## config.mk

```make
export PLATFORM = sky130hd
export DESIGN_NAME = pawg_top
export DESIGN_NICKNAME = d
export VERILOG_FILES = /design/src/hw/pawg_pkg.sv /design/src/hw/pawg_top.sv /design/src/hw/pawg_wait_calc.sv /design/src/hw/pawg_stall_timer.sv
export SDC_FILE = /design/constraint.sdc
export NUM_CORES = 1
export LEC_CHECK = 0
export BUFFER_PORTS_ARGS = -buffer_cell sky130_fd_sc_hd__buf_2
export CAP_MARGIN = 40
export CORE_MARGIN = 3
export CORE_UTILIZATION = 28
export DETAILED_ROUTE_END_ITERATION = 10
export MAX_ROUTING_LAYER = met4
export PLACE_DENSITY_LB_ADDON = 0.25
export SLEW_MARGIN = 10
export SYNTH_ARGS = -nofsm -noshare
export SYNTH_HDL_FRONTEND = slang
export SYNTH_SLANG_ARGS = --single-unit
```

## constraint.sdc

```tcl
create_clock -name clk_sys -period 2.5 [get_ports clk_sys]
set_input_delay 0.5 -clock clk_sys [delete_from_list [all_inputs] [get_ports clk_sys]]
set_output_delay 0.5 -clock clk_sys [all_outputs]
set_load 0.01 [all_outputs]
```

## src/hw/pawg_pkg.sv

```systemverilog
// constants and types shared by the peripheral access wait generator
package pawg_pkg;

	// ------------------------------------------------------------
	// cpu side special function register addresses
	// ------------------------------------------------------------
	localparam int unsigned SFR_ADDR_W            = 8;
	localparam int unsigned SFR_DATA_W            = 8;
	localparam logic [7:0]  SFR_WATCHDOG_MODE     = 8'h99;
	localparam logic [7:0]  SFR_SERIAL0_RX_STATUS = 8'hA3;
	localparam logic [7:0]  SFR_SERIAL6_RX_STATUS = 8'h53;
	localparam logic [7:0]  SFR_CONVERTER_MODE    = 8'h80;
	localparam logic [7:0]  SFR_CONVERTER_CHANNEL = 8'h81;
	localparam logic [7:0]  SFR_COMPARE_MODE      = 8'h82;
	localparam logic [7:0]  SFR_COMPARE_THRESHOLD = 8'h83;
	localparam logic [7:0]  SFR_CONVERTER_RESULT  = 8'h84;
	localparam int unsigned CONV_CLK_SEL_POS      = 5;
	localparam logic        CONV_CLK_SEL_RESET    = 1'b0;

	// ------------------------------------------------------------
	// wait counts, all in cpu clock cycles
	// ------------------------------------------------------------
	localparam int unsigned WAIT_W         = 4;
	localparam logic [3:0]  WAIT_NONE      = 4'h0;
	localparam logic [3:0]  WAIT_ONE       = 4'h1;
	localparam logic [3:0]  WAIT_WATCHDOG  = 4'h3;
	localparam logic [3:0]  WAIT_SERIAL    = 4'h1;
	// macro clock = oscillator >> shift (1: /2 when select=1, 2: /4)
	localparam logic [1:0]  MACRO_SHIFT_HI = 2'h1;
	localparam logic [1:0]  MACRO_SHIFT_LO = 2'h2;
	localparam int unsigned CPU_DIV_W      = 3;
	localparam logic [2:0]  CPU_DIV_MAX    = 3'h4;

	// ------------------------------------------------------------
	// apb register map
	// ------------------------------------------------------------
	localparam int unsigned APB_ADDR_W      = 12;
	localparam logic [11:0] REG_CONFIG      = 12'h000;
	localparam logic [11:0] REG_STATUS      = 12'h004;
	localparam logic [11:0] REG_LAST_WAIT   = 12'h008;
	localparam logic [11:0] REG_STALL_COUNT = 12'h00C;
	localparam int unsigned CFG_DIV_LSB     = 0;
	localparam int unsigned CFG_OSC_STOP    = 4;
	localparam logic [2:0]  CFG_DIV_RESET   = 3'h0;
	localparam int unsigned ST_STALL        = 0;
	localparam int unsigned ST_CLK_SEL      = 1;
	localparam int unsigned ST_VIOLATION    = 2;
	localparam int unsigned ST_MAXWAIT_LSB  = 4;
	localparam int unsigned STALL_CNT_W     = 16;

	typedef enum {
		STALL_IDLE,
		STALL_WAIT
	} pawg_stall_state_type;

endpackage : pawg_pkg

```

## src/hw/pawg_top.sv

```systemverilog
// wait-state generator between cpu bus and peripheral bus
//
// The register offsets and the APB slave port were decided locally.
`timescale 1ns/100ps
`default_nettype none

// Operation
// - stall cpu until peripheral data is valid
// - only listed registers and directions stall
// - watchdog mode write inserts three waits
// - immediate watchdog write totals ten clocks
// - serial status read inserts one wait
// - other accesses keep five-clock baseline
// - converter writes wait by clock select
// - converter result read waits by select
// - max wait is two macro periods plus one
// - fraction dropped up to and at low phase, else up
// - computed count one means no write wait
// - result read still waits one cycle
// - ten megahertz examples give listed counts
// - waits counted in cpu clock cycles
module pawg_top
	import pawg_pkg::*;
(
	// clock and reset
	input  wire logic                  clk_sys,
	input  wire logic                  resetn,
	// apb register port
	input  wire logic [APB_ADDR_W-1:0] paddr,
	input  wire logic                  psel,
	input  wire logic                  penable,
	input  wire logic                  pwrite,
	input  wire logic [31:0]           pwdata,
	output logic      [31:0]           prdata,
	output logic                       pready,
	output logic                       pslverr,
	// cpu bus access
	input  wire logic                  cpuReq,
	input  wire logic                  cpuWrite,
	input  wire logic [SFR_ADDR_W-1:0] cpuAddr,
	input  wire logic [SFR_DATA_W-1:0] cpuWdata,
	output logic                       cpuReady,
	output logic                       cpuStall,
	// peripheral bus strobe
	output logic                       perStrobe,
	output logic                       perWrite,
	output logic      [SFR_ADDR_W-1:0] perAddr,
	output logic      [SFR_DATA_W-1:0] perWdata
);

	// ------------------------------------------------------------
	// elaboration checks on the shared constants
	// ------------------------------------------------------------
	// the longest converter wait is nine cycles; a narrower count would
	// wrap and let the cpu through before the peripheral side settled
	generate
		if (WAIT_W < 4) begin : gWaitWidthCheck
			$error("pawg_top: WAIT_W must be at least 4");
		end
		if (CONV_CLK_SEL_POS >= SFR_DATA_W) begin : gClkSelPosCheck
			$error("pawg_top: clock select bit outside the data byte");
		end
		if ((WAIT_WATCHDOG == WAIT_NONE) || (WAIT_SERIAL == WAIT_NONE))
		begin : gFixedWaitCheck
			$error("pawg_top: fixed wait counts must not be zero");
		end
		if (STALL_CNT_W > 32) begin : gStallCntCheck
			$error("pawg_top: stall counter wider than the data bus");
		end
		if (ST_MAXWAIT_LSB + WAIT_W > 32) begin : gStatusFitCheck
			$error("pawg_top: wait field outside the status word");
		end
	endgenerate

	// ------------------------------------------------------------
	// register decode on the cpu address
	// ------------------------------------------------------------
	logic [WAIT_W-1:0] maxWait;
	logic [WAIT_W-1:0] convWriteWait;
	logic [WAIT_W-1:0] waitCount;
	logic              hitWatchdog;
	logic              hitSerial;
	logic              hitConvWrite;
	logic              hitConvRead;
	logic              waitedAccess;
	logic              accessDone;

	assign hitWatchdog  = cpuWrite && (cpuAddr == SFR_WATCHDOG_MODE);
	assign hitSerial    = !cpuWrite && ((cpuAddr == SFR_SERIAL0_RX_STATUS)
		|| (cpuAddr == SFR_SERIAL6_RX_STATUS));
	assign hitConvWrite = cpuWrite && ((cpuAddr == SFR_CONVERTER_MODE)
		|| (cpuAddr == SFR_CONVERTER_CHANNEL)
		|| (cpuAddr == SFR_COMPARE_MODE)
		|| (cpuAddr == SFR_COMPARE_THRESHOLD));
	assign hitConvRead  = !cpuWrite && (cpuAddr == SFR_CONVERTER_RESULT);

	// a computed count of one hides the wait for writes only
	assign convWriteWait = (maxWait == WAIT_ONE) ? WAIT_NONE : maxWait;
	// converter accesses take the worst-case count, except a write with a count of one: a few cycles
	// lost, but the cpu never sees data from a half-finished crossing
	// maxWait is zero only in reset and the first cycle after it, so past that the result read always waits
	assign waitCount = hitWatchdog  ? WAIT_WATCHDOG :
	                   hitSerial    ? WAIT_SERIAL :
	                   hitConvWrite ? convWriteWait :
	                   hitConvRead  ? maxWait :
	                   WAIT_NONE;
	assign waitedAccess = waitCount != WAIT_NONE;
	assign accessDone   = cpuReq && cpuReady;

	// ------------------------------------------------------------
	// stall timer and wait count calculation
	// ------------------------------------------------------------
	logic                 convClkSel_reg;
	logic [CPU_DIV_W-1:0] cpuDiv_reg;
	logic                 oscStop_reg;

	pawg_stall_timer #(
		.WIDTH (WAIT_W)
	) uStallTimer (
		.clk_sys   (clk_sys),
		.resetn    (resetn),
		.cpuReq    (cpuReq),
		.waitCount (waitCount),
		.cpuReady  (cpuReady),
		.cpuStall  (cpuStall)
	);

	pawg_wait_calc uWaitCalc (
		.clk_sys    (clk_sys),
		.resetn     (resetn),
		.convClkSel (convClkSel_reg),
		.cpuDiv     (cpuDiv_reg),
		.maxWait    (maxWait)
	);

	// ------------------------------------------------------------
	// converter clock select snooped from converter mode writes
	// ------------------------------------------------------------
	logic convModeWrite;
	logic convClkSel_next;

	// only a completed write moves the select, so an access that is still
	// being stalled never has its own wait count changed under it
	assign convModeWrite   = accessDone && cpuWrite
		&& (cpuAddr == SFR_CONVERTER_MODE);
	assign convClkSel_next = convModeWrite ? cpuWdata[CONV_CLK_SEL_POS]
		: convClkSel_reg;

	always_ff @(posedge clk_sys or negedge resetn) begin
		if (!resetn) begin
			convClkSel_reg <= CONV_CLK_SEL_RESET;
		end else begin
			convClkSel_reg <= convClkSel_next;
		end
	end

	// ------------------------------------------------------------
	// peripheral side strobe, one per completed access
	// ------------------------------------------------------------
	// launched only once the stall has run out, so the slow side sees a
	// single settled access rather than every repeated attempt
	logic                  perStrobe_reg;
	logic                  perWrite_reg;
	logic [SFR_ADDR_W-1:0] perAddr_reg;
	logic [SFR_DATA_W-1:0] perWdata_reg;

	always_ff @(posedge clk_sys or negedge resetn) begin
		if (!resetn) begin
			perStrobe_reg <= 1'b0;
			perWrite_reg  <= 1'b0;
			perAddr_reg   <= '0;
			perWdata_reg  <= '0;
		end else begin
			perStrobe_reg <= accessDone;
			if (accessDone) begin
				perWrite_reg <= cpuWrite;
				perAddr_reg  <= cpuAddr;
				perWdata_reg <= cpuWdata;
			end
		end
	end

	assign perStrobe = perStrobe_reg;
	assign perWrite  = perWrite_reg;
	assign perAddr   = perAddr_reg;
	assign perWdata  = perWdata_reg;

	// ------------------------------------------------------------
	// apb decode
	// ------------------------------------------------------------
	logic apbSetup;
	logic apbAccess;
	logic apbWrite;
	logic selConfig;
	logic selStatus;
	logic selLastWait;
	logic selStallCount;
	logic apbMapped;

	assign apbSetup      = psel && !penable;
	assign apbAccess     = psel && penable;
	assign apbWrite      = apbAccess && pwrite;
	assign selConfig     = paddr == REG_CONFIG;
	assign selStatus     = paddr == REG_STATUS;
	assign selLastWait   = paddr == REG_LAST_WAIT;
	assign selStallCount = paddr == REG_STALL_COUNT;
	assign apbMapped     = selConfig || selStatus || selLastWait
		|| selStallCount;
	// every register answers from settled flops, so no wait state is needed
	assign pready        = 1'b1;
	assign pslverr       = apbAccess && !apbMapped;

	// ------------------------------------------------------------
	// software registers
	// ------------------------------------------------------------
	logic                   violation_reg;
	logic                   violation_next;
	logic                   violationSet;
	logic                   violationClr;
	logic [WAIT_W-1:0]      lastWait_reg;
	logic [STALL_CNT_W-1:0] stallCount_reg;
	logic [STALL_CNT_W-1:0] stallCount_next;
	logic                   stallCountFull;
	logic [CPU_DIV_W-1:0]   cpuDivWr;

	// ratios beyond the slowest supported divider are clamped to it
	assign cpuDivWr = (pwdata[CFG_DIV_LSB +: CPU_DIV_W] > CPU_DIV_MAX)
		? CPU_DIV_MAX : pwdata[CFG_DIV_LSB +: CPU_DIV_W];

	// the cpu must not make a waited access with the oscillator stopped;
	// such an access is still stalled but is flagged for software
	assign violationSet   = accessDone && waitedAccess && oscStop_reg;
	assign violationClr   = apbWrite && selStatus && pwdata[ST_VIOLATION];
	assign violation_next = violationSet || (violation_reg && !violationClr);

	// counter saturates instead of wrapping, so a long run reads as full
	assign stallCountFull  = &stallCount_reg;
	assign stallCount_next =
		(apbWrite && selStallCount) ? {{(STALL_CNT_W-1){1'b0}}, cpuStall} :
		(cpuStall && !stallCountFull) ? stallCount_reg + 16'h0001 :
		stallCount_reg;

	always_ff @(posedge clk_sys or negedge resetn) begin
		if (!resetn) begin
			cpuDiv_reg  <= CFG_DIV_RESET;
			oscStop_reg <= 1'b0;
		end else if (apbWrite && selConfig) begin
			cpuDiv_reg  <= cpuDivWr;
			oscStop_reg <= pwdata[CFG_OSC_STOP];
		end
	end

	always_ff @(posedge clk_sys or negedge resetn) begin
		if (!resetn) begin
			violation_reg  <= 1'b0;
			lastWait_reg   <= WAIT_NONE;
			stallCount_reg <= '0;
		end else begin
			violation_reg  <= violation_next;
			stallCount_reg <= stallCount_next;
			if (accessDone) begin
				lastWait_reg <= waitCount;
			end
		end
	end

	// ------------------------------------------------------------
	// read data, captured in the setup phase
	// ------------------------------------------------------------
	logic [31:0] readConfig;
	logic [31:0] readStatus;
	logic [31:0] readMux;
	logic [31:0] prdata_reg;

	always_comb begin
		readConfig                           = 32'h00000000;
		readConfig[CFG_DIV_LSB +: CPU_DIV_W] = cpuDiv_reg;
		readConfig[CFG_OSC_STOP]             = oscStop_reg;
	end

	// stall bit is live, so software polling it sees the cpu side now
	always_comb begin
		readStatus                              = 32'h00000000;
		readStatus[ST_STALL]                    = cpuStall;
		readStatus[ST_CLK_SEL]                  = convClkSel_reg;
		readStatus[ST_VIOLATION]                = violation_reg;
		readStatus[ST_MAXWAIT_LSB +: WAIT_W]    = maxWait;
	end

	assign readMux =
		selConfig     ? readConfig :
		selStatus     ? readStatus :
		selLastWait   ? {28'h0000000, lastWait_reg} :
		selStallCount ? {16'h0000, stallCount_reg} :
		32'h00000000;

	always_ff @(posedge clk_sys or negedge resetn) begin
		if (!resetn) begin
			prdata_reg <= 32'h00000000;
		end else if (apbSetup && !pwrite) begin
			prdata_reg <= readMux;
		end
	end

	assign prdata = prdata_reg;

endmodule : pawg_top
`default_nettype wire

```

## src/hw/pawg_wait_calc.sv

```systemverilog
// converter wait count from macro clock and cpu clock ratio
`timescale 1ns/100ps
`default_nettype none
module pawg_wait_calc
	import pawg_pkg::*;
(
	// clock and reset
	input  wire logic                 clk_sys,
	input  wire logic                 resetn,
	// settings
	input  wire logic                 convClkSel,
	input  wire logic [CPU_DIV_W-1:0] cpuDiv,
	// result
	output logic      [WAIT_W-1:0]    maxWait
);

	// ------------------------------------------------------------
	// quotient of two macro periods over one cpu period
	// ------------------------------------------------------------
	// both periods are counted in oscillator cycles, so the quotient is
	// a shift; the bits shifted out are the fraction in oscillator cycles
	logic [1:0]        macroShift;
	logic [7:0]        numerator;
	logic [7:0]        divMask;
	logic [7:0]        remainder;
	logic [7:0]        halfCpu;
	logic [7:0]        quotient;
	logic              roundUp;
	logic [WAIT_W-1:0] maxWait_next;
	logic [WAIT_W-1:0] maxWait_reg;

	assign macroShift = convClkSel ? MACRO_SHIFT_HI : MACRO_SHIFT_LO;
	assign numerator  = 8'h02 << macroShift;
	assign divMask    = (8'h01 << cpuDiv) - 8'h01;
	assign quotient   = numerator >> cpuDiv;
	assign remainder  = numerator & divMask;
	// low phase of the cpu clock is half its period
	assign halfCpu    = (8'h01 << cpuDiv) >> 1;
	// equal to the low phase counts as not exceeding it: dropped
	assign roundUp    = remainder > halfCpu;
	assign maxWait_next = WAIT_W'(quotient + {7'h00, roundUp} + 8'h01);

	always_ff @(posedge clk_sys or negedge resetn) begin
		if (!resetn) begin
			maxWait_reg <= WAIT_NONE;
		end else begin
			maxWait_reg <= maxWait_next;
		end
	end

	assign maxWait = maxWait_reg;

endmodule : pawg_wait_calc
`default_nettype wire

```

## src/hw/pawg_stall_timer.sv

```systemverilog
// holds the cpu access for a given number of cpu clock cycles
`timescale 1ns/100ps
`default_nettype none
module pawg_stall_timer
	import pawg_pkg::*;
#(
	parameter int unsigned WIDTH = WAIT_W
)
(
	// clock and reset
	input  wire logic             clk_sys,
	input  wire logic             resetn,
	// cpu access
	input  wire logic             cpuReq,
	input  wire logic [WIDTH-1:0] waitCount,
	output logic                  cpuReady,
	output logic                  cpuStall
);

	generate
		if (WIDTH < 2) begin : gWidthCheck
			$error("pawg_stall_timer: WIDTH must be at least 2");
		end
	endgenerate

	pawg_stall_state_type state_reg;
	pawg_stall_state_type state_next;
	logic [WIDTH-1:0]     count_reg;
	logic [WIDTH-1:0]     count_next;
	logic                 needWait;

	assign needWait = waitCount != '0;

	always_comb begin
		state_next = state_reg;
		count_next = count_reg;
		case (state_reg)
			STALL_IDLE: begin
				// first cycle of the access already counts as one wait
				if (cpuReq && needWait) begin
					state_next = STALL_WAIT;
					count_next = waitCount - WIDTH'(1);
				end
			end
			STALL_WAIT: begin
				if (count_reg == '0) begin
					state_next = STALL_IDLE;
				end else begin
					count_next = count_reg - WIDTH'(1);
				end
			end
			default: begin
				state_next = STALL_IDLE;
				count_next = '0;
			end
		endcase
	end

	always_ff @(posedge clk_sys or negedge resetn) begin
		if (!resetn) begin
			state_reg <= STALL_IDLE;
			count_reg <= '0;
		end else begin
			state_reg <= state_next;
			count_reg <= count_next;
		end
	end

	// the cpu keeps repeating the access while ready stays low
	assign cpuReady = cpuReq && (((state_reg == STALL_IDLE) && !needWait)
		|| ((state_reg == STALL_WAIT) && (count_reg == '0)));
	assign cpuStall = cpuReq && !cpuReady;

endmodule : pawg_stall_timer
`default_nettype wire

```

==> reports/qor.yml, run 1 <==
die:
  core_area_sq_um: 12900
  die_area_sq_um: 14800
  start_util: 0.292
  io_pins: 121
  die_h_um: 122
  fp.dieW_um: 122
  num_rows: 41
logic_synthesis:
  synth_seq_cells: 69
  synth_area_sq_um: 3750
  ys_seq_area_frac: 0.460
  muxShareOfSynthArea: 0.102
  yosysTopAreaCellShare: 0.460
  synthFlopType: "dfrtp_1"
  ys_warn_count: 0
  synth_cell_types: 62
  synth_common_cells: "dfrtp_1 (69), nand2_1 (37), mux2_2 (22), nor2_1 (21), o21ai_0 (20)"
  syn_inst: 371
  synth.largest_area_cell: "dfrtp_1"
  yosys-top-cells-area: "dfrtp_1 (46%), mux2_2 (6.6%), nand2_1 (3.7%)"
  synth_edf_count: 0
  syn_avg_cell_area_sq_um: 10.1
  synthArstFlopShare: 1.00
  synth_top_family_by_area: "simple AND/OR/NAND/NOR gates"
  synth-simple-area-share: 0.192
  yosys.area_share.xor_xnor: 0.00933
  synthMostInstantiatedCell: "dfrtp_1"
  synth_compound_area_frac: 0.144
  yosys.area_share.adder: 0.0267
clocking:
  cts_tree: "built"
  cts_htree_levels: 3
  cts_sinks: 69
  root_buffer: "clkbuf_16"
  ctsLongestPathBuffers: 2
  numCtsBuffers: 9
  hold_buffers: 0
  clkTransAtPathRegs_ps: 50
  clock_latency_ps: 330
worst_setup_path:
  cp_max_fo: 4
  cp-end-kind: "primary output"
  cp-start-kind: "primary input"
  critPathKind: "primary input to primary output"
  cp.arrival_ps: 2060
  cp.required_ps: 2000
placement:
  place_area_sq_um: 4480
  port_buffers: 75
  dp_cells: 635
  dp.final_hpwl_um: 7130
  gp_congestion: 0.855
sta:
  fin_crit_sh: 1.02
  setup_slack_ps: -61.2
  slew_viol_final: 0
  layout_min_cycle_time_ps: 2560
  fmax_mhz: 390
  relSlewSlack: 0.542
  tightestPinTransition_ps: 680
  hold_violations: 0
  rsz0062_at_grt: "true"
  finalClockSkew_ps: 7.61
  finalSetupViolations: 2
routing:
  dr.pass1.iters: 4
  drt_iter0_drc: 153
  via_per_inst: 4.92
  routed_wl_um: 9560
  ant_nets: 0
  drc: 0
  avgRoutedWirePerCell_um: 14.5
  vias: 3238
final_layout:
  diodes: 0
  post-route-util: 0.384
  fillers: 1327
  stdcell_count: 658
  nets: 556
  drive_above_1_share: 0.362
  syn_to_final_growth_pct: 31.6
  fin_area_sq_um: 4940
global_routing:
  grt_pass1_vias: 3288
  grt_max_degree: 45
  gr-total-overflow: 0
  use_met3: 0.0348
  grt_busiest_layer: "met2"
  grt_usage: 0.141
  antenna_found_initial: 0
  grt_use_met1: 0.173
  grt_pass1_wl_um: 16100
  gr-usage-met2: 0.228
job:
  cap_violations: 0
power:
  switching_share: 0.262
  p_total_w: 0.00325
  vdd_drop_max_v: 0.000401
  seq_power_share: 0.409
  p_comb_frac: 0.168
  leakagePower_nw: 2.33
  p_int_w: 0.00240
  p_sw_w: 0.000852
  p_clk_frac: 0.424
  power.density_nw_per_um2: 658
outcome:
  status: "finished, violations left"
  violations: "negative setup slack"
min_path:
  min_path_type: "primary input to asynchronous set/reset pin"
==> cell families after synthesis <==
family / after synthesis
and+or+nand+nor: 136
buffers and inverters: 44
other: 2
xor gates and xnor gates: 4
DFF: 69
adders and majority gates: 8
AOI/OAI and AO/OA: 75
muxes: 33
==> layout make-up <==
cell class / count / area [sq um] / share of cell area
inverter: 13 / 48.8 / 0.00988
timing repair buffer: 115 / 723 / 0.146
tap: 172 / 215 / 0.0436
sequential: 69 / 1730 / 0.350
clock buffer: 10 / 239 / 0.0484
multi-input combinational: 273 / 1900 / 0.384
clock inverter: 6 / 86.3 / 0.0175
==> per-stage QoR <==
step                setup TNS (ps)  worst slack [ps]  hold WS (ps)
finish                       -93.8             -61.2           178
global route                  -236              -120           225
CTS                           -106             -63.4           195
detailed placement           -1830              -178           469
global placement             -1140              -166           457
floorplan                        0              19.4           204
==> cells in the final DEF (no fill, tap or decap), types with 3 or more instances in the layout <==
| cell type | instances |
|---|---|
| mux2i_1 | 8 |
| mux2_2 | 22 |
| a31oi_1 | 5 |
| nor3_1 | 7 |
| or4_1 | 10 |
| nand3_1 | 19 |
| and3_1 | 5 |
| clkbuf_16 | 9 |
| ha_1 | 7 |
| o211ai_1 | 4 |
| or3_1 | 4 |
| dfrtp_1 | 67 |
| o31ai_1 | 5 |
| nand2_1 | 36 |
| nor4_1 | 5 |
| xor2_1 | 3 |
| buf_4 | 38 |
| a21oi_1 | 11 |
| nand4_1 | 7 |
| nand2b_1 | 3 |
| buf_2 | 72 |
| inv_1 | 12 |
| nor2_1 | 19 |
| conb_1 | 17 |
| o21ai_0 | 19 |
| and2_1 | 3 |
| a22o_1 | 8 |
==> critical path, stage by stage <==
cell      delay [ps]
buf_8            100
or4b_4           570
a211oi_4         270
a32o_2           200
o31ai_4           90
buf_4            160
nor2_4            70
buf_6            110
==> worst paths after layout <==
kind                                                 end  slack [ps]  cells after the start                            from
hold / removal                   perWdata[2]$_DFFE_PN0P_         180                      1                          resetn
min in group clk_sys              perAddr[1]$_DFFE_PN0P_         400                      2                      cpuAddr[1]
hold reg to reg                    prdata[1]$_DFFE_PN0P_         480                      2           prdata[1]$_DFFE_PN0P_
max in group asynchronous        oscStop_reg$_DFFE_PN0P_        1680                      2                          resetn
setup / recovery                                cpuStall         -60                      8                      cpuAddr[1]
setup reg to reg           stallCount_reg[7]$_DFFE_PN0P_         270                      9  uWaitCalc.maxWait[3]$_DFF_PN0_
==> power groups by stage <==
| stage | sequential, W | combinational, W | clock [W] |
|---|---|---|---|
| floorplan | 0.00135 | 0.000305 | 0 |
| global placement | 0.00134 | 0.000518 | 0 |
| detailed placement | 0.00134 | 0.000530 | 0 |
| CTS | 0.00133 | 0.000536 | 0.00142 |
| global route | 0.00135 | 0.000612 | 0.00147 |
| finish | 0.00133 | 0.000545 | 0.00138 |
==> routing by layer <==
layer	wire length, um	up-vias
met1	4260	1556
met3	595	12
met4	156	0
met2	4540	108
met5	0	-
li1	-	1562
==> what timing repair did <==
item / 4_1_cts / 5_1_grt
setup buffers: 2 / 5
endpoints found under the setup margin: 2 / 2
pin swaps: 0 / 6
resized for setup: 8 / 12
Note: power is estimated with default switching activity, not from simulation.
==> run 2, diff against run 1 <==
- SLEW_MARGIN: 10 -> not set
- clock period: 2.5 -> 2.7 ns (I/O delays scaled with it)
==> reports/qor.yml, run 2 (synthesis gave the netlist of run 1 again) <==
worst_setup_path:
  critPathKind: "primary input to primary output"
  cp-start-kind: "primary input"
  crit_cells: 8  # unchanged
  reg2reg_from: "uWaitCalc.maxWait[3]$_DFF_PN0_"
  critical_path.top_delay_family: "simple AND/OR/NAND/NOR gates"
  cp_max_fo: 4  # unchanged
  crit_chain: "buf_2, or4b_4, a211oi_4, a32o_2, o31ai_4, nand2_2, inv_2, buf_2"
  cp-end-kind: "primary output"
  cp.required_ps: 2160  # +160 ps
  r2r_end: "stallCount_reg[11]$_DFFE_PN0P_"
  cpMostUsedCell: "buf_2"
  crit_path_max_incr_delay_ps: 560  # about the same
  worst-path-buf-inv: 3  # unchanged
  cp.arrival_ps: 2040  # -20 ps
  r2r_setup_slack_ps: 290  # +20 ps
  r2r_cells: 9  # unchanged
  cpMaxStageDelayCell: "or4b_4"
die:
  io_pins: 121  # unchanged
  core_area_sq_um: 12900  # unchanged
  die_area_sq_um: 14800  # unchanged
  fp.dieW_um: 122  # unchanged
  start_util: 0.292  # unchanged
  num_rows: 41  # unchanged
  die_h_um: 122  # unchanged
routing:
  avgRoutedWirePerCell_um: 14.2  # -2.1%
  dr.pass1.iters: 4  # unchanged
  drc: 0  # unchanged
  routed_wl_um: 9180  # -4.0%
  vias: 3154  # -2.6%
  ant_nets: 0  # unchanged
  via_per_inst: 4.89  # -0.63%
  drt_iter0_drc: 181  # +18%
placement:
  dp.final_hpwl_um: 6850  # -3.8%
  place_ws_ps: -107  # +71.7 ps
  gp_congestion: 0.811  # -5.1%
  port_buffers: 75  # unchanged
final_layout:
  mostFrequentLayoutCell: "buf_2"
  nets: 543  # -2.3%
  final-seq-area_sq_um: 1730  # about the same
  syn_to_final_growth_pct: 26.4
  diodes: 0  # unchanged
  post-route-util: 0.368  # -0.0151
  drive_above_1_share: 0.332  # -0.0302
  fillers: 1338  # +0.83%
  multi_input_area_sq_um: 1870  # -1.4%
  final_cell_mix: "buf_2 (75), dfrtp_1 (68), nand2_1 (36)"
clocking:
  ctsLongestPathBuffers: 2  # unchanged
  clkTransAtPathRegs_ps: 50  # about the same
  cts_sinks: 69  # unchanged
  cts_htree_levels: 3  # unchanged
  numCtsBuffers: 9  # unchanged
  cts_tree: "built"
  root_buffer: "clkbuf_16"
  clock_latency_ps: 340  # about the same
sta:
  hold_violations: 0  # unchanged
  fin_crit_sh: 0.954
  relSlewSlack: 0.532  # -0.00994
  layout_min_cycle_time_ps: 2580
  fmax_mhz: 388
  finalSetupViolations: 0  # -2
  slew_viol_final: 0  # unchanged
  setup_slack_ps: 123  # +184 ps
  tightestPinTransition_ps: 694  # +14.8 ps
  rsz0062_at_grt: "false"
  finalClockSkew_ps: 7.15  # -0.463 ps
global_routing:
  grt_pass1_vias: 3164  # -3.8%
  gr-total-overflow: 0  # unchanged
  grt_max_degree: 70  # +56%
  grt_usage: 0.135  # -0.00580
  antenna_found_initial: 0  # unchanged
  grt_pass1_wl_um: 15300  # -4.6%
power:
  leakagePower_nw: 2.24  # -3.8%
  vdd_drop_max_v: 0.000372  # -7.2%
  power.density_nw_per_um2: 602  # -8.6%
job:
  cap_violations: 0  # unchanged
min_path:
  min_path_type: "primary input to asynchronous set/reset pin"
outcome:
  status: "complete, no violations"
==> run 2: metrics by stage <==
stage	cell area (sq um)	power, W	TNS [ps]	cells	hold slack, ps
2_1_floorplan	3810	0.00153	0	386	244
3_3_place_gp	4400	0.00170	-10.6	625	458
3_5_place_dp	4400	0.00172	-387	626	466
4_1_cts	4710	0.00290	0	642	238
5_1_grt	4740	0.00302	0	645	249
6_report	4740	0.00285	0	645	203
==> run 2: layout make-up <==
type                       instances  share of cell area
sequential                        69               0.364
inverter                          13              0.0103
timing repair buffer             102               0.124
tap                              172              0.0454
clock buffer                       9              0.0475
multi-input combinational        273               0.394
clock inverter                     7              0.0140
==> run 2: worst max-delay path by stage <==
stage	startpoint	endpoint	slack (ps)
global route	uWaitCalc.maxWait[3]$_DFF_PN0_	cpuReady	10
CTS	uWaitCalc.maxWait[1]$_DFF_PN0_	cpuReady	40
floorplan	cpuWrite	cpuReady	30
detailed placement	cpuWrite	stallCount_reg[11]$_DFFE_PN0P_	-110
global placement	cpuWrite	uStallTimer.count_reg[2]$_DFFE_PN0P_	-10
finish	cpuWrite	cpuReady	120
==> run 2: routing by layer <==
metal | vias to the layer above | GRT usage | part of all wire
met1 | 1517 | 0.171 | 0.46
met4 | 0 | 0.0364 | 0.0093
met5 | - | - | 0
met3 | 8 | 0.0432 | 0.063
li1 | 1533 | - | -
met2 | 96 | 0.210 | 0.47
==> run 2: worst register-to-register path: cells and delay by family (launching register included) <==
family / cells / cell delay (ps)
buffers and inverters: 3 / 540
AOI/OAI and AO/OA: 4 / 610
and+or+nand+nor: 2 / 740
DFF: 1 / 440
==> run 2: timing repair <==
item / 4_1_cts / 5_1_grt
hold buffers: 0 / 0
pin swaps: 0 / 6
setup buffers: 0 / 3
resized for setup: 4 / 5
setup endpoints to repair: 1 / 1
==> run 2: where the power goes <==
part | switching (W) | internal, W
combinational | 0.000245 | 0.000232
sequential | 0.0000934 | 0.00114
clock | 0.000441 | 0.000709
total | 0.000779 | 0.00208
==> run 3, diff against run 2 <==
==> constraint.sdc (replaced) <==
create_clock -name clk_sys -period 2.7 [get_ports clk_sys]
set_input_delay 0.405 -clock clk_sys [delete_from_list [all_inputs] [get_ports clk_sys]]
set_output_delay 0.405 -clock clk_sys [all_outputs]
set_load 0.01 [all_outputs]
==> reports/qor.yml, run 3 (synthesis gave the netlist of run 1 again) <==
worst_setup_path:
  cp-end-kind: "primary output"
  crit_path_max_incr_delay_ps: 440  # -120 ps
  critPathKind: "flop to primary output"
  crit_chain: "nor3_2, o21ai_1, a32o_2, o31ai_2, buf_4, nor2_1, buf_2"
  cp-start-kind: "flop"
  cpMaxStageDelayCell: "dfrtp_1"
  cp_max_fo: 7  # +3
  cp.arrival_ps: 2100  # +60 ps
  cp.required_ps: 2300  # +140 ps
routing:
  ant_nets: 0  # unchanged
  drt_iter0_drc: 154  # -15%
  avgRoutedWirePerCell_um: 14.5  # +1.8%
  routed_wl_um: 9210  # +0.37%
  vias: 3123  # -0.98%
  dr.pass1.iters: 4  # unchanged
  drc: 0  # unchanged
  via_per_inst: 4.91  # +0.42%
final_layout:
  post-route-util: 0.367  # -0.00117
  mostFrequentLayoutCell: "buf_2"
  diodes: 0  # unchanged
  syn_to_final_growth_pct: 26.0
  nets: 534  # -1.7%
  drive_above_1_share: 0.310  # -0.0216
  final_cell_mix: "buf_2 (75), dfrtp_1 (69), nand2_1 (36)"
  final-seq-area_sq_um: 1730  # about the same
  multi_input_area_sq_um: 1850  # -1.0%
  fillers: 1313  # -1.9%
placement:
  gp_congestion: 0.862  # +6.2%
  place_ws_ps: -17.6  # +89.1 ps
  dp.final_hpwl_um: 6750  # -1.5%
  port_buffers: 75  # unchanged
clocking:
  ctsLongestPathBuffers: 2  # unchanged
  clkTransAtPathRegs_ps: 60  # about the same
  root_buffer: "clkbuf_16"
  cts_htree_levels: 3  # unchanged
  cts_sinks: 69  # unchanged
  clock_latency_ps: 340  # about the same
  cts_tree: "built"
  numCtsBuffers: 9  # unchanged
sta:
  slew_viol_final: 0  # unchanged
  finalClockSkew_ps: 5.65  # -1.50 ps
  relSlewSlack: 0.551  # +0.0188
  finalSetupViolations: 0  # unchanged
  setup_slack_ps: 194  # +71.5 ps
  fmax_mhz: 399  # +2.9%
  tightestPinTransition_ps: 667  # -27.9 ps
  layout_min_cycle_time_ps: 2510  # -71.5 ps
  hold_ws_ps: 299  # +95.4 ps
  rsz0062_at_grt: "false"
  fin_crit_sh: 0.928  # -0.0265
  hold_violations: 0  # unchanged
min_path:
  min_path_type: "primary input to flop"
power:
  p_comb_frac: 0.152  # -0.015
  leakagePower_nw: 2.21  # -1.1%
  p_total_w: 0.00307  # +7.7%
  vdd_drop_max_v: 0.000517  # +39%
  p_clk_frac: 0.449  # +0.046
  seq_power_share: 0.400  # -0.030
  p_int_w: 0.00229  # +10%
  power.density_nw_per_um2: 650  # +8.0%
  switching_share: 0.256  # -0.0170
  p_sw_w: 0.000787  # +1.0%
die:
  fp.dieW_um: 122  # unchanged
  die_h_um: 122  # unchanged
  core_area_sq_um: 12900  # unchanged
  start_util: 0.292  # unchanged
  die_area_sq_um: 14800  # unchanged
  num_rows: 41  # unchanged
  io_pins: 121  # unchanged
global_routing:
  grt_max_degree: 65  # -7.1%
  grt_usage: 0.137  # +0.00221
  grt_pass1_wl_um: 15500  # +0.99%
  grt_pass1_vias: 3075  # -2.8%
  gr-total-overflow: 0  # unchanged
  antenna_found_initial: 0  # unchanged
outcome:
  status: "complete, no violations"
job:
  cap_violations: 0  # unchanged
-- run 3: cell types whose count changed in the layout (fill, tap and decap cells not counted), sizes merged --
cell | before | now
buf | 102 | 92
clkinv | 5 | 1
bufinv | 1 | 3
clkbuf | 9 | 10
clkinvlp | 1 | 2
dlygate4sd3 | 0 | 1
-- run 3: area by class of cell --
cell class                      count  area share
Multi-Input combinational cell    273       0.392
Timing Repair Buffer               93       0.114
Inverter                           13      0.0103
Tap cell                          172      0.0455
Clock inverter                      6      0.0233
Clock buffer                       10      0.0505
Sequential cell                    69       0.365
-- run 3: per-stage QoR --
stage	cells	area, sq um	TNS (ps)
floorplan	386	3810	0
global route	636	4730	0
finish	636	4730	0
CTS	636	4720	0
global placement	617	4350	0
detailed placement	618	4360	-23.2
-- run 3: worst paths after layout --
path / start / to / slack [ps] / cells past startpoint
max: uWaitCalc.maxWait[1]$_DFF_PN0_ / cpuStall / 190 / 7
min: cpuWdata[6] / perWdata[6]$_DFFE_PN0P_ / 300 / 2
max reg2reg: uWaitCalc.maxWait[1]$_DFF_PN0_ / perWdata[5]$_DFFE_PN0P_ / 490 / 8
min reg2reg: prdata[4]$_DFFE_PN0P_ / prdata[4]$_DFFE_PN0P_ / 470 / 2
max in group asynchronous: resetn / prdata[0]$_DFFE_PN0P_ / 1670 / 3
min in group asynchronous: resetn / perWdata[7]$_DFFE_PN0P_ / 440 / 2
-- run 3: repair_timing --
item | CTS | global route
hold endpoints to repair | 5 | 0
resized for setup | 1 | 2
setup endpoints to repair | 1 | 2
pin swaps | 1 | 0
buffers inserted | 1 | 0
hold buffers | 1 | 0
-- run 3: per-layer routing --
metal | track usage | wire length [um] | up-vias
li1 | - | - | 1516
met1 | 0.173 | 4300 | 1505
met2 | 0.217 | 4300 | 90
met3 | 0.0441 | 506 | 12
met4 | 0.0315 | 110 | 0
met5 | - | 0 | -
-- run 3: power by group through the flow --
stage / logic (W) / registers (W) / clock network [W]
detailed placement: 0.000469 / 0.00125 / 0
global placement: 0.000456 / 0.00124 / 0
global route: 0.000524 / 0.00125 / 0.00147
CTS: 0.000475 / 0.00123 / 0.00142
finish: 0.000467 / 0.00123 / 0.00138
floorplan: 0.000280 / 0.00125 / 0
-- run 3: worst max-delay path, delay by kind of cell, from the launching register on --
family	cells	cell delay, ps
DFF	1	440
and+or+nand+nor	2	300
buffers and inverters	2	350
AOI/OAI and AO/OA	3	660
